[config.mk]
export PLATFORM = sky130hd
export DESIGN_NAME = obc_option_byte_config
export DESIGN_NICKNAME = d
export VERILOG_FILES = /design/src/inc/obc_pkg.sv /design/src/obc_option_byte_config.sv
export SDC_FILE = /design/constraint.sdc
export NUM_CORES = 1
export LEC_CHECK = 0
export ABC_AREA = 1
export BUFFER_PORTS_ARGS = -buffer_cell sky130_fd_sc_hd__buf_2
export CORE_MARGIN = 8
export CORE_UTILIZATION = 35
export DETAILED_ROUTE_END_ITERATION = 6
export HOLD_SLACK_MARGIN = 0.1
export SLEW_MARGIN = 20
export SYNTH_ARGS = -nofsm -noshare
export SYNTH_HDL_FRONTEND = slang
export SYNTH_SLANG_ARGS = --single-unit
[constraint.sdc]
create_clock -name clk_sys_i -period 7.68 [get_ports clk_sys_i]
set_input_delay 1.536 -clock clk_sys_i [delete_from_list [all_inputs] [get_ports clk_sys_i]]
set_output_delay 1.536 -clock clk_sys_i [all_outputs]
set_load 0.05 [all_outputs]
[src/inc/obc_pkg.sv]
// constants, types and decode helpers of the option byte configuration block
//
// Notes on behaviour
// - debug tool writes every option byte in-circuit
// - firmware writes apply live, except protection bytes
// - protection byte 0xAA disables readout protection
// - area size 0 none, 1 vectors only
// - size 2: pages 0-1, read/write protected
// - size 3+: pages 0..n-1 write protected
// - independent dog bit set: hardware activation
// - independent dog halt bit set: stops in halt
// - window dog bit set: hardware activation
// - window dog halt bit: clear stops, set resets
// - fast oscillator wait 1/16/512/4096 cycles
// - slow oscillator wait 1/16/512/4096 cycles
`default_nettype none
package obc_pkg;

	// ****************************************************************
	// option byte locations in the data memory space
	// ****************************************************************
	localparam logic [15:0] OBC_ADDR_READOUT = 16'h4800;
	localparam logic [15:0] OBC_ADDR_BOOT = 16'h4802;
	localparam logic [15:0] OBC_ADDR_RSVD = 16'h4807;
	localparam logic [15:0] OBC_ADDR_DOG = 16'h4808;
	localparam logic [15:0] OBC_ADDR_OSC = 16'h4809;
	localparam logic [15:0] OBC_ADDR_BROWN = 16'h480A;
	localparam logic [15:0] OBC_ADDR_LDR_HI = 16'h480B;
	localparam logic [15:0] OBC_ADDR_LDR_LO = 16'h480C;

	// ****************************************************************
	// factory settings
	// ****************************************************************
	localparam logic [7:0] OBC_RST_READOUT = 8'hAA;
	localparam logic [7:0] OBC_RST_BOOT = 8'h00;
	localparam logic [7:0] OBC_RST_DOG = 8'h00;
	localparam logic [7:0] OBC_RST_OSC = 8'h00;
	localparam logic [7:0] OBC_RST_BROWN = 8'h00;
	localparam logic [7:0] OBC_RST_LDR = 8'h00;
	localparam logic [7:0] OBC_RSVD_READ = 8'h00;

	// ****************************************************************
	// field layout
	// ****************************************************************
	localparam logic [7:0] OBC_READOUT_OFF = 8'hAA; // protection disabled
	localparam logic [7:0] OBC_BOOT_NONE = 8'h00;
	localparam logic [7:0] OBC_BOOT_VECT = 8'h01;
	localparam logic [7:0] OBC_BOOT_RWPROT = 8'h02;
	localparam logic [7:0] OBC_BOOT_STEP = 8'h01; // last page = size - 1
	localparam logic [7:0] OBC_LOW4_MASK = 8'h0F; // upper nibble reserved
	localparam int OBC_BIT_IDOG_HW = 0;
	localparam int OBC_BIT_IDOG_HALT = 1;
	localparam int OBC_BIT_WDOG_HW = 2;
	localparam int OBC_BIT_WDOG_HALT = 3;
	localparam int OBC_FAST_LSB = 0;
	localparam int OBC_SLOW_LSB = 2;
	localparam int OBC_BROWN_EN_BIT = 0;
	localparam int OBC_BROWN_TH_LSB = 1;

	// ****************************************************************
	// oscillator stabilisation counts per code
	// ****************************************************************
	localparam logic [12:0] OBC_WAIT_0 = 13'h0001;
	localparam logic [12:0] OBC_WAIT_1 = 13'h0010;
	localparam logic [12:0] OBC_WAIT_2 = 13'h0200;
	localparam logic [12:0] OBC_WAIT_3 = 13'h1000;

	// ****************************************************************
	// types
	// ****************************************************************
	// stored option byte image
	typedef struct packed {
		logic [7:0] readout;
		logic [7:0] boot;
		logic [7:0] dog;
		logic [7:0] osc;
		logic [7:0] brown;
		logic [7:0] ldr_hi;
		logic [7:0] ldr_lo;
	} obc_image_t;

	// one write request
	typedef struct packed {
		logic strobe;
		logic [15:0] addr;
		logic [7:0] data;
	} obc_wr_t;

	// decoded settings
	typedef struct packed {
		logic readout_protection;
		logic boot_area_en;
		logic boot_vectors_only;
		logic boot_read_prot;
		logic boot_write_prot;
		logic [7:0] boot_last_page;
		logic indep_dog_hw_activate;
		logic indep_dog_halt_stop;
		logic window_dog_hw_activate;
		logic window_dog_halt_reset;
		logic [12:0] fast_ext_osc_wait;
		logic [12:0] slow_ext_osc_wait;
		logic brownout_enable;
		logic [2:0] brownout_threshold;
	} obc_cfg_t;

	// loader sequencer states
	typedef enum logic [1:0] {
		OBC_ST_LOAD = 2'b01,
		OBC_ST_RUN = 2'b10
	} obc_state_t;

	// two-bit code to stabilisation count
	function automatic logic [12:0] obc_wait(input logic [1:0] code);
		logic [12:0] w;
		w = OBC_WAIT_0;
		unique case (code)
			2'b00: w = OBC_WAIT_0;
			2'b01: w = OBC_WAIT_1;
			2'b10: w = OBC_WAIT_2;
			2'b11: w = OBC_WAIT_3;
		endcase
		return w;
	endfunction

endpackage
`default_nettype wire

[src/obc_option_byte_config.sv]
// option byte store, write arbitration and settings decode
`timescale 1ns/1ps
`default_nettype none
module obc_option_byte_config
	import obc_pkg::*;
(
	// clock and reset
	input wire logic clk_sys_i,
	input wire logic rst_i,
	// non-volatile image presented by the memory array
	input wire obc_image_t nv_image_i,
	// in-circuit writes from the single wire debug link
	input wire obc_wr_t icp_wr_i,
	// in-application writes from firmware
	input wire obc_wr_t iap_wr_i,
	// read port
	input wire logic [15:0] rd_addr_i,
	output logic [7:0] rd_data_o,
	// status and decoded settings
	output logic cfg_valid_o,
	output obc_cfg_t cfg_o
);

	// ****************************************************************
	// declarations
	// ****************************************************************
	obc_state_t state_r; // loader state
	obc_image_t image_r; // stored bytes, live copy
	logic [7:0] readout_eff_r; // protection byte in force
	logic [7:0] boot_eff_r; // boot area size in force
	logic [7:0] rd_data_r; // registered read data
	logic [7:0] rd_data_nxt; // read mux
	obc_wr_t wr_sel; // winning write request
	logic wr_is_icp; // winner came from debug link
	logic wr_go; // write accepted this cycle
	obc_cfg_t cfg_r; // decoded settings register
	obc_cfg_t cfg_nxt; // decoder output
	logic cfg_valid_r; // loaded decode is in the settings register

	// ****************************************************************
	// loader sequencer
	// ****************************************************************
	// one load cycle after reset release, then run until next reset
	always_ff @(posedge clk_sys_i or posedge rst_i) begin
		if (rst_i) begin
			state_r <= OBC_ST_LOAD;
		end else begin
			unique case (state_r)
				OBC_ST_LOAD: state_r <= OBC_ST_RUN;
				OBC_ST_RUN: state_r <= OBC_ST_RUN;
				default: state_r <= OBC_ST_LOAD; // illegal code recovers
			endcase
		end
	end

	// ****************************************************************
	// write arbitration
	// ****************************************************************
	// debug link wins over firmware in the same cycle
	always_comb begin
		wr_is_icp = icp_wr_i.strobe;
		wr_sel = icp_wr_i.strobe ? icp_wr_i : iap_wr_i;
		// writes are ignored until the image has been loaded
		wr_go = wr_sel.strobe && (state_r == OBC_ST_RUN);
	end

	// ****************************************************************
	// stored option bytes
	// ****************************************************************
	// both paths update the stored copy of every byte
	always_ff @(posedge clk_sys_i or posedge rst_i) begin
		if (rst_i) begin
			image_r <= '{OBC_RST_READOUT, OBC_RST_BOOT, OBC_RST_DOG,
				OBC_RST_OSC, OBC_RST_BROWN, OBC_RST_LDR, OBC_RST_LDR};
		end else if (state_r == OBC_ST_LOAD) begin
			image_r <= nv_image_i;
			image_r.dog <= nv_image_i.dog & OBC_LOW4_MASK;
			image_r.osc <= nv_image_i.osc & OBC_LOW4_MASK;
			image_r.brown <= nv_image_i.brown & OBC_LOW4_MASK;
		end else if (wr_go) begin
			unique case (wr_sel.addr)
				OBC_ADDR_READOUT: image_r.readout <= wr_sel.data;
				OBC_ADDR_BOOT: image_r.boot <= wr_sel.data;
				OBC_ADDR_DOG: image_r.dog <= wr_sel.data & OBC_LOW4_MASK;
				OBC_ADDR_OSC: image_r.osc <= wr_sel.data & OBC_LOW4_MASK;
				OBC_ADDR_BROWN: image_r.brown <= wr_sel.data & OBC_LOW4_MASK;
				OBC_ADDR_LDR_HI: image_r.ldr_hi <= wr_sel.data;
				OBC_ADDR_LDR_LO: image_r.ldr_lo <= wr_sel.data;
				default: image_r <= image_r; // reserved or unmapped
			endcase
		end
	end

	// ****************************************************************
	// protection bytes in force
	// ****************************************************************
	// firmware writes reach the store but not these copies
	always_ff @(posedge clk_sys_i or posedge rst_i) begin
		if (rst_i) begin
			readout_eff_r <= OBC_RST_READOUT;
			boot_eff_r <= OBC_RST_BOOT;
		end else if (state_r == OBC_ST_LOAD) begin
			readout_eff_r <= nv_image_i.readout;
			boot_eff_r <= nv_image_i.boot;
		end else if (wr_go && wr_is_icp) begin
			// only in-circuit writes are taken into account
			if (wr_sel.addr == OBC_ADDR_READOUT) begin
				readout_eff_r <= wr_sel.data;
			end
			if (wr_sel.addr == OBC_ADDR_BOOT) begin
				boot_eff_r <= wr_sel.data;
			end
		end
	end

	// ****************************************************************
	// settings decode
	// ****************************************************************
	always_comb begin
		cfg_nxt = '0;
		// readout protection active unless the disable value is held
		cfg_nxt.readout_protection = (readout_eff_r != OBC_READOUT_OFF);
		// boot area size
		if (boot_eff_r == OBC_BOOT_NONE) begin
			cfg_nxt.boot_area_en = 1'b0;
		end else if (boot_eff_r == OBC_BOOT_VECT) begin
			cfg_nxt.boot_area_en = 1'b1;
			cfg_nxt.boot_vectors_only = 1'b1;
		end else if (boot_eff_r == OBC_BOOT_RWPROT) begin
			cfg_nxt.boot_area_en = 1'b1;
			cfg_nxt.boot_read_prot = 1'b1;
			cfg_nxt.boot_write_prot = 1'b1;
			cfg_nxt.boot_last_page = boot_eff_r - OBC_BOOT_STEP;
		end else begin
			cfg_nxt.boot_area_en = 1'b1;
			cfg_nxt.boot_write_prot = 1'b1;
			cfg_nxt.boot_last_page = boot_eff_r - OBC_BOOT_STEP;
		end
		// watchdog options follow the live store
		cfg_nxt.indep_dog_hw_activate = image_r.dog[OBC_BIT_IDOG_HW];
		cfg_nxt.indep_dog_halt_stop = image_r.dog[OBC_BIT_IDOG_HALT];
		cfg_nxt.window_dog_hw_activate = image_r.dog[OBC_BIT_WDOG_HW];
		cfg_nxt.window_dog_halt_reset =
			image_r.dog[OBC_BIT_WDOG_HALT];
		// oscillator stabilisation counts
		cfg_nxt.fast_ext_osc_wait =
			obc_wait(image_r.osc[OBC_FAST_LSB +: 2]);
		cfg_nxt.slow_ext_osc_wait =
			obc_wait(image_r.osc[OBC_SLOW_LSB +: 2]);
		// brownout fields are passed on undecoded
		cfg_nxt.brownout_enable = image_r.brown[OBC_BROWN_EN_BIT];
		cfg_nxt.brownout_threshold = image_r.brown[OBC_BROWN_TH_LSB +: 3];
	end

	// ****************************************************************
	// settings register
	// ****************************************************************
	// decoded values leave from flip-flops
	always_ff @(posedge clk_sys_i or posedge rst_i) begin
		if (rst_i) begin
			cfg_r <= '0;
		end else begin
			cfg_r <= cfg_nxt;
		end
	end

	// ****************************************************************
	// read port
	// ****************************************************************
	// reserved and unmapped locations read as zero
	always_comb begin
		unique case (rd_addr_i)
			OBC_ADDR_READOUT: rd_data_nxt = image_r.readout;
			OBC_ADDR_BOOT: rd_data_nxt = image_r.boot;
			OBC_ADDR_RSVD: rd_data_nxt = OBC_RSVD_READ;
			OBC_ADDR_DOG: rd_data_nxt = image_r.dog;
			OBC_ADDR_OSC: rd_data_nxt = image_r.osc;
			OBC_ADDR_BROWN: rd_data_nxt = image_r.brown;
			OBC_ADDR_LDR_HI: rd_data_nxt = image_r.ldr_hi;
			OBC_ADDR_LDR_LO: rd_data_nxt = image_r.ldr_lo;
			default: rd_data_nxt = OBC_RSVD_READ;
		endcase
	end

	// read data register
	always_ff @(posedge clk_sys_i or posedge rst_i) begin
		if (rst_i) begin
			rd_data_r <= OBC_RSVD_READ;
		end else begin
			rd_data_r <= rd_data_nxt;
		end
	end

	// ****************************************************************
	// settings valid flag
	// ****************************************************************
	// rises with the first registered decode of the loaded image, so a
	// consumer never latches the factory decode of the load cycle
	always_ff @(posedge clk_sys_i or posedge rst_i) begin
		if (rst_i) begin
			cfg_valid_r <= 1'b0;
		end else begin
			cfg_valid_r <= (state_r == OBC_ST_RUN);
		end
	end

	// ****************************************************************
	// outputs
	// ****************************************************************
	assign rd_data_o = rd_data_r;
	assign cfg_o = cfg_r;
	// settings valid once the decode of the loaded image is registered
	assign cfg_valid_o = cfg_valid_r;

endmodule // obc_option_byte_config
`default_nettype wire

**Word level (Yosys, flattened, before mapping)**

Index checks and enable logic that the tools add are counted.

- Register bits after elaboration: 130
- Input port bits: 124
- Output and inout port bits: 56
- Word-level logic and storage cells: 99

- Add/subtract/negate cells: 1
- Equality and inequality tests: 25
- Muxes and demuxes: 23
- Reductions and logical operators: 24

Operators by type and width:

| kind | count |
|---|---|
| 16-bit by 15-bit equality test with 1-bit output, second input constant | 14 |
| 56-bit 2-to-1 mux | 2 |
| 13-bit one-hot mux with 4 select lines | 2 |
| 8-bit 2-to-1 mux | 11 |
| 8-bit one-hot mux with 7 select lines | 1 |
| 25-bit 2-to-1 mux | 1 |
| 2-bit AND reduction | 9 |
| 2-bit nonzero test | 9 |
| 11-bit 2-to-1 mux | 1 |
| 2-bit equality test, second input constant | 5 |
| 10-bit 2-to-1 mux | 1 |
| 8-bit by 1-bit equality test with 1-bit output, second input constant | 1 |
| 8-bit by 2-bit equality test with 1-bit output, second input constant | 1 |
| 8-bit logical NOT | 1 |
| 8-bit inequality test, second input constant | 1 |
| 8-bit by 1-bit subtractor with 8-bit output, second input constant | 1 |
| 2-bit by 1-bit equality test with 1-bit output, second input constant | 3 |
| 2-bit logical NOT | 2 |
| 1-bit 2-to-1 mux | 3 |
| 1-bit logical AND | 2 |
| 2-bit 2-to-1 mux | 1 |
| 2-bit OR reduction | 1 |

**Longest topological paths before layout**

- Word-level depth: 5
- Gate-level depth with buffers: 12
- Mapped depth without buffers: 11

**Least setup slack after synthesis**

No wires, ideal clock.

- Kind: in2reg
- From: in icp_wr_i[24] (netlist name)
- To: reg readout_eff_r[2]
- Library setup time: 0.117 ns
- Data arrival time: 2.514 ns
- Data required time: 7.563 ns
- Setup slack: 5.049 ns
- Cell stages on the path: 10
- Buffers on the path: 2
- Path through: buf_6 > buf_6 > nor2_1 > nand3_1 > nand2_4 > nand3_2 > nand2_4 > nand2_2 > nand2_1 > nand2_1

- Cells in the longest elaborated chain, start to end: 5
- Elaborated cells on any way between the ends: 10
- Those cells by class: 1 x eq/ne; 4 x mux; 5 x reduce/logical

Ends and longest elaborated chain:

| item | RTL line | text |
|---|---|---|
| start, declared | obc_option_byte_config.sv:13 | `input wire obc_wr_t icp_wr_i,` |
| branches (longest 5 deep; another with 25-bit 2-to-1 mux) | -- |  |
| end signal, assigned | obc_option_byte_config.sv:103 | `readout_eff_r <= nv_image_i.readout;` |
| end signal, assigned | obc_option_byte_config.sv:108 | `readout_eff_r <= wr_sel.data;` |
| end, declared | obc_option_byte_config.sv:29 | `logic [7:0] readout_eff_r;` |

Several ways; the timed one is not identified. The select of a mux whose other input is x is not followed.
A chain may end at the register's enable or synchronous reset.

**Final worst setup path**

- From: in icp_wr_i[24] (netlist name)
- To: reg image_r[45] (netlist name)

- Cells in the longest elaborated chain, start to end: 4
- Elaborated cells on any way between the ends: 9
- Those cells by class: 1 x eq/ne; 4 x mux; 4 x reduce/logical

Ends and longest elaborated chain:

| item | RTL line | text |
|---|---|---|
| 25-bit 2-to-1 mux (*) | obc_option_byte_config.sv:62 | `wr_sel = icp_wr_i.strobe ? icp_wr_i : iap_wr_i;` |
| 16-bit by 15-bit equality test with 1-bit output (tied with other cells) | obc_option_byte_config.sv:81 | `unique case (wr_sel.addr)` |
| 2-bit nonzero test (no line) or 56-bit 2-to-1 mux (tied branches) | -- |  |
| 2-bit AND reduction (no line) or 56-bit 2-to-1 mux (tied branches) | -- |  |
| end signal, assigned | obc_option_byte_config.sv:73 | `image_r <= '{OBC_RST_READOUT, OBC_RST_BOOT, OBC_RST_DOG,` |
| end signal, assigned | obc_option_byte_config.sv:76 | `image_r <= nv_image_i;` |
| end signal, assigned | obc_option_byte_config.sv:89 | `default: image_r <= image_r;` |
| end, declared | obc_option_byte_config.sv:28 | `obc_image_t image_r;` |

Every way passes the cells marked *; elsewhere a longest branch is shown, timed or not. The select of a mux whose other input is x is not followed.

==> reports/qor.yml <==
status: "completed"
hold_slack_ps: 411.2
die_y_um: 137.6
syn_to_final_growth_pct: 21.00
cts-root-buf: "clkbuf_16"
dieArea_um2: 18940
final_max_slew_viol_count: 0
synth_cells: 689
ctsResizeCount: 0
clk_pin_slew_ps: 70
dp.cells: 1003
core_um2: 14480
grt_util_all_layers_pct: 15.72
worstPathArrival_ps: 3100
yosysSeqAreaShare_pct: 48.54
cap_violations: 0
synth_area_per_cell_um2: 7.516
cts_htree_levels: 3
gp_congestion: 0.8211
dr.first_iter.drc_count: 212
end_kind: "flip-flop"
antenna_found_initial: 1
timing.fmax_mhz: 348.2
finalCritPeriodShare_pct: 37.39
yosysWarnings: 0
numClockSinks: 100
synth_edf_count: 0
fin_crit_ps: 2872
fin_setup_tns_ps: 0
crit_type: "in2reg"
hold_path.startpoint: "cfg_nxt[3]$_DFFE_PP0P_"
wl_per_cell_um: 14.42
critPathBufInv: 2
crit_family: "compound AO/OA/AOI/OAI gates"
cp.required_ps: 7910
dp_hpwl_um: 11380
clockBufferDepth: 2
ys_types: 28
startpoint_type: "input port"
rows: 44
reg2reg_depth: 7
io_buffer_count: 149
worst_pin_slew_ps: 956.1
synth_area_leaders: "dfrtp_1 44%, nand2_1 20%, nand3_1 10%"
grt_pass1_wl_um: 23100
dr.pass1.iters: 5
holdCritPathClass: "reg2reg"
r2r-end: "image_r[42]$_DFFE_PP0P_"
overflow: 0
stdcell_area_um2: 6266
timing.slew.headroom_pct: 36.26
postCtsHoldBufs: 0
yosysTopAreaCellShare_pct: 43.97
insertion_delay_ps: 340
hold_end: "cfg_o[3]$_DFF_PP0_"
n_antenna_cell: 0
drc: 0
die_w_um: 137.6
p_per_area_nw_per_um2: 183.9
path_cells: "buf_2 > inv_4 > o21ai_0 > nand2_1 > nand3_1 > nand2_1"
final_cell_count_no_fill: 1019
final_util_pct: 43.28
drt-total-wl_um: 14700
whs_path_depth: 0
cts_tree: "yes"
grt_pass1_vias: 4777
layout-drive-gt1-share_pct: 23.47
critPathMostFrequentCell: "nand2_1"
num_io_pins: 180
num-nets-final: 959
setup_viol: 0
vias_per_cell: 4.604
antenna_left: 0
synth-seq-cells: 100
cellLeakagePower_uw: 0.003420
r2r_start: "state_r[0]$_DFF_PP1_"
rrSetupSlack_ps: 5370
vdd_drop_max_uv: 94.91
synth_area_um2: 5179
dr_total_vias: 4691
dpl-instance-area_um2: 5984
cts_buffers: 9
yosysTopAreaCell: "dfrtp_1"
grt_setup_unrepaired: "no"
cp_max_fo: 16
crit_slowest_cell: "o21ai_0"
ys.flop_type: "dfrtp_1"
hold_viol_final: 0
start_util_pct: 35.77
grt_max_degree: 77
cp_slowest_stage_delay_ps: 700
async_reset_ff_share_pct: 100.0
cts_setup_buffers: 0
fin_worst_skew_ps: 6.467
## flip-flops by register name, summed over array words and instances, names as in the netlist
name and count:
state_r 2, rd_data_o 8, boot_eff_r 8, cfg_o 29, readout_eff_r 8, cfg_valid_o 1
cfg_nxt 8, image_r 36
## synthesized netlist by cell type (2+ instances only)
cell and count:
nor2_1 68, nor3_1 8, nand2_4 5, xnor2_1 2, o21ai_1 4, buf_6 5
a21oi_1 6, nand2_2 5, nand3_2 4, buf_2 8, nand2_1 270, clkbuf_1 8
dfstp_2 9, buf_4 18, nand3_1 105, nand4_1 8, dfrtp_1 91, inv_1 44
o21ai_0 8, ha_1 5
## logic make-up (layout without fill, tap and decap cells)
family                     count (synthesis)  count (layout)  share of synthesized area (%)
and+or+nand+nor                          477             477                          39.50
DFF                                      100             100                          48.54
buffers and inverters                     85             214                          8.432
AOI/OAI and AO/OA                         19              19                          1.909
adders and majority gates                  5               5                          1.208
xor gates and xnor gates                   2               2                         0.3383
other                                      1              18                        0.07241
## layout make-up
cell class              instances  area (µm²)
repair buffers                152       768.2
well taps                     184       230.2
fillers                      1525        8213
clock buffers                  13       260.3
clock inverters                 3       21.27
flip-flops and latches        100        2514
multi-input cells             521        2295
inverters                      46       177.7
## layout by cell type (no fill, tap or decap), drive strengths merged
cell	Yosys	final
o21ai	13	13
buf	31	152
clkinv	0	2
nand4	9	9
inv	46	46
nor3	8	8
nand3	109	109
ha	5	5
dfrtp	91	91
dfstp	9	9
and2	1	1
clkinvlp	0	1
nand2	280	280
conb	1	18
a21oi	6	6
clkbuf	8	13
nor4b	1	1
nor2	69	69
xnor2	2	2
## metrics by stage
stage / worst slack [ps] / total power, µW
final: 4808 / 1152
after global placement: 4378 / 735.9
after global routing: 4588 / 1208
after detailed placement: 4355 / 737.8
after floorplan: 3540 / 685.8
after CTS: 4726 / 1165
## power by group
part,switching [µW],total [µW],internal [µW]
registers,13.9,566,552
clock network,189,427,238
logic,114,160,45.7
## per-layer routing
| metal | global-route usage [%] | wire, µm | vias up |
|---|---|---|---|
| li1 | - | - | 2440 |
| met2 | 25.68 | 6940 | 145 |
| met1 | 19.42 | 6496 | 2089 |
| met5 | 0 | 9 | - |
| met4 | 5.311 | 195 | 2 |
| met3 | 4.559 | 1056 | 15 |
## worst max path at each step
stage	cells past startpoint	to	start	slack, ps
2_1_floorplan	1	boot_eff_r[0]$_DFFE_PP0P_	rst_i	3540
3_3_place_gp	6	image_r[45]$_DFFE_PP0P_	icp_wr_i[24]	4380
3_5_place_dp	6	image_r[45]$_DFFE_PP0P_	icp_wr_i[24]	4350
4_1_cts	6	image_r[45]$_DFFE_PP0P_	icp_wr_i[24]	4730
5_1_grt	6	image_r[41]$_DFFE_PP0P_	icp_wr_i[24]	4590
6_report	6	image_r[45]$_DFFE_PP0P_	icp_wr_i[24]	4810
No activity file was read; power rests on OpenSTA's default activity.
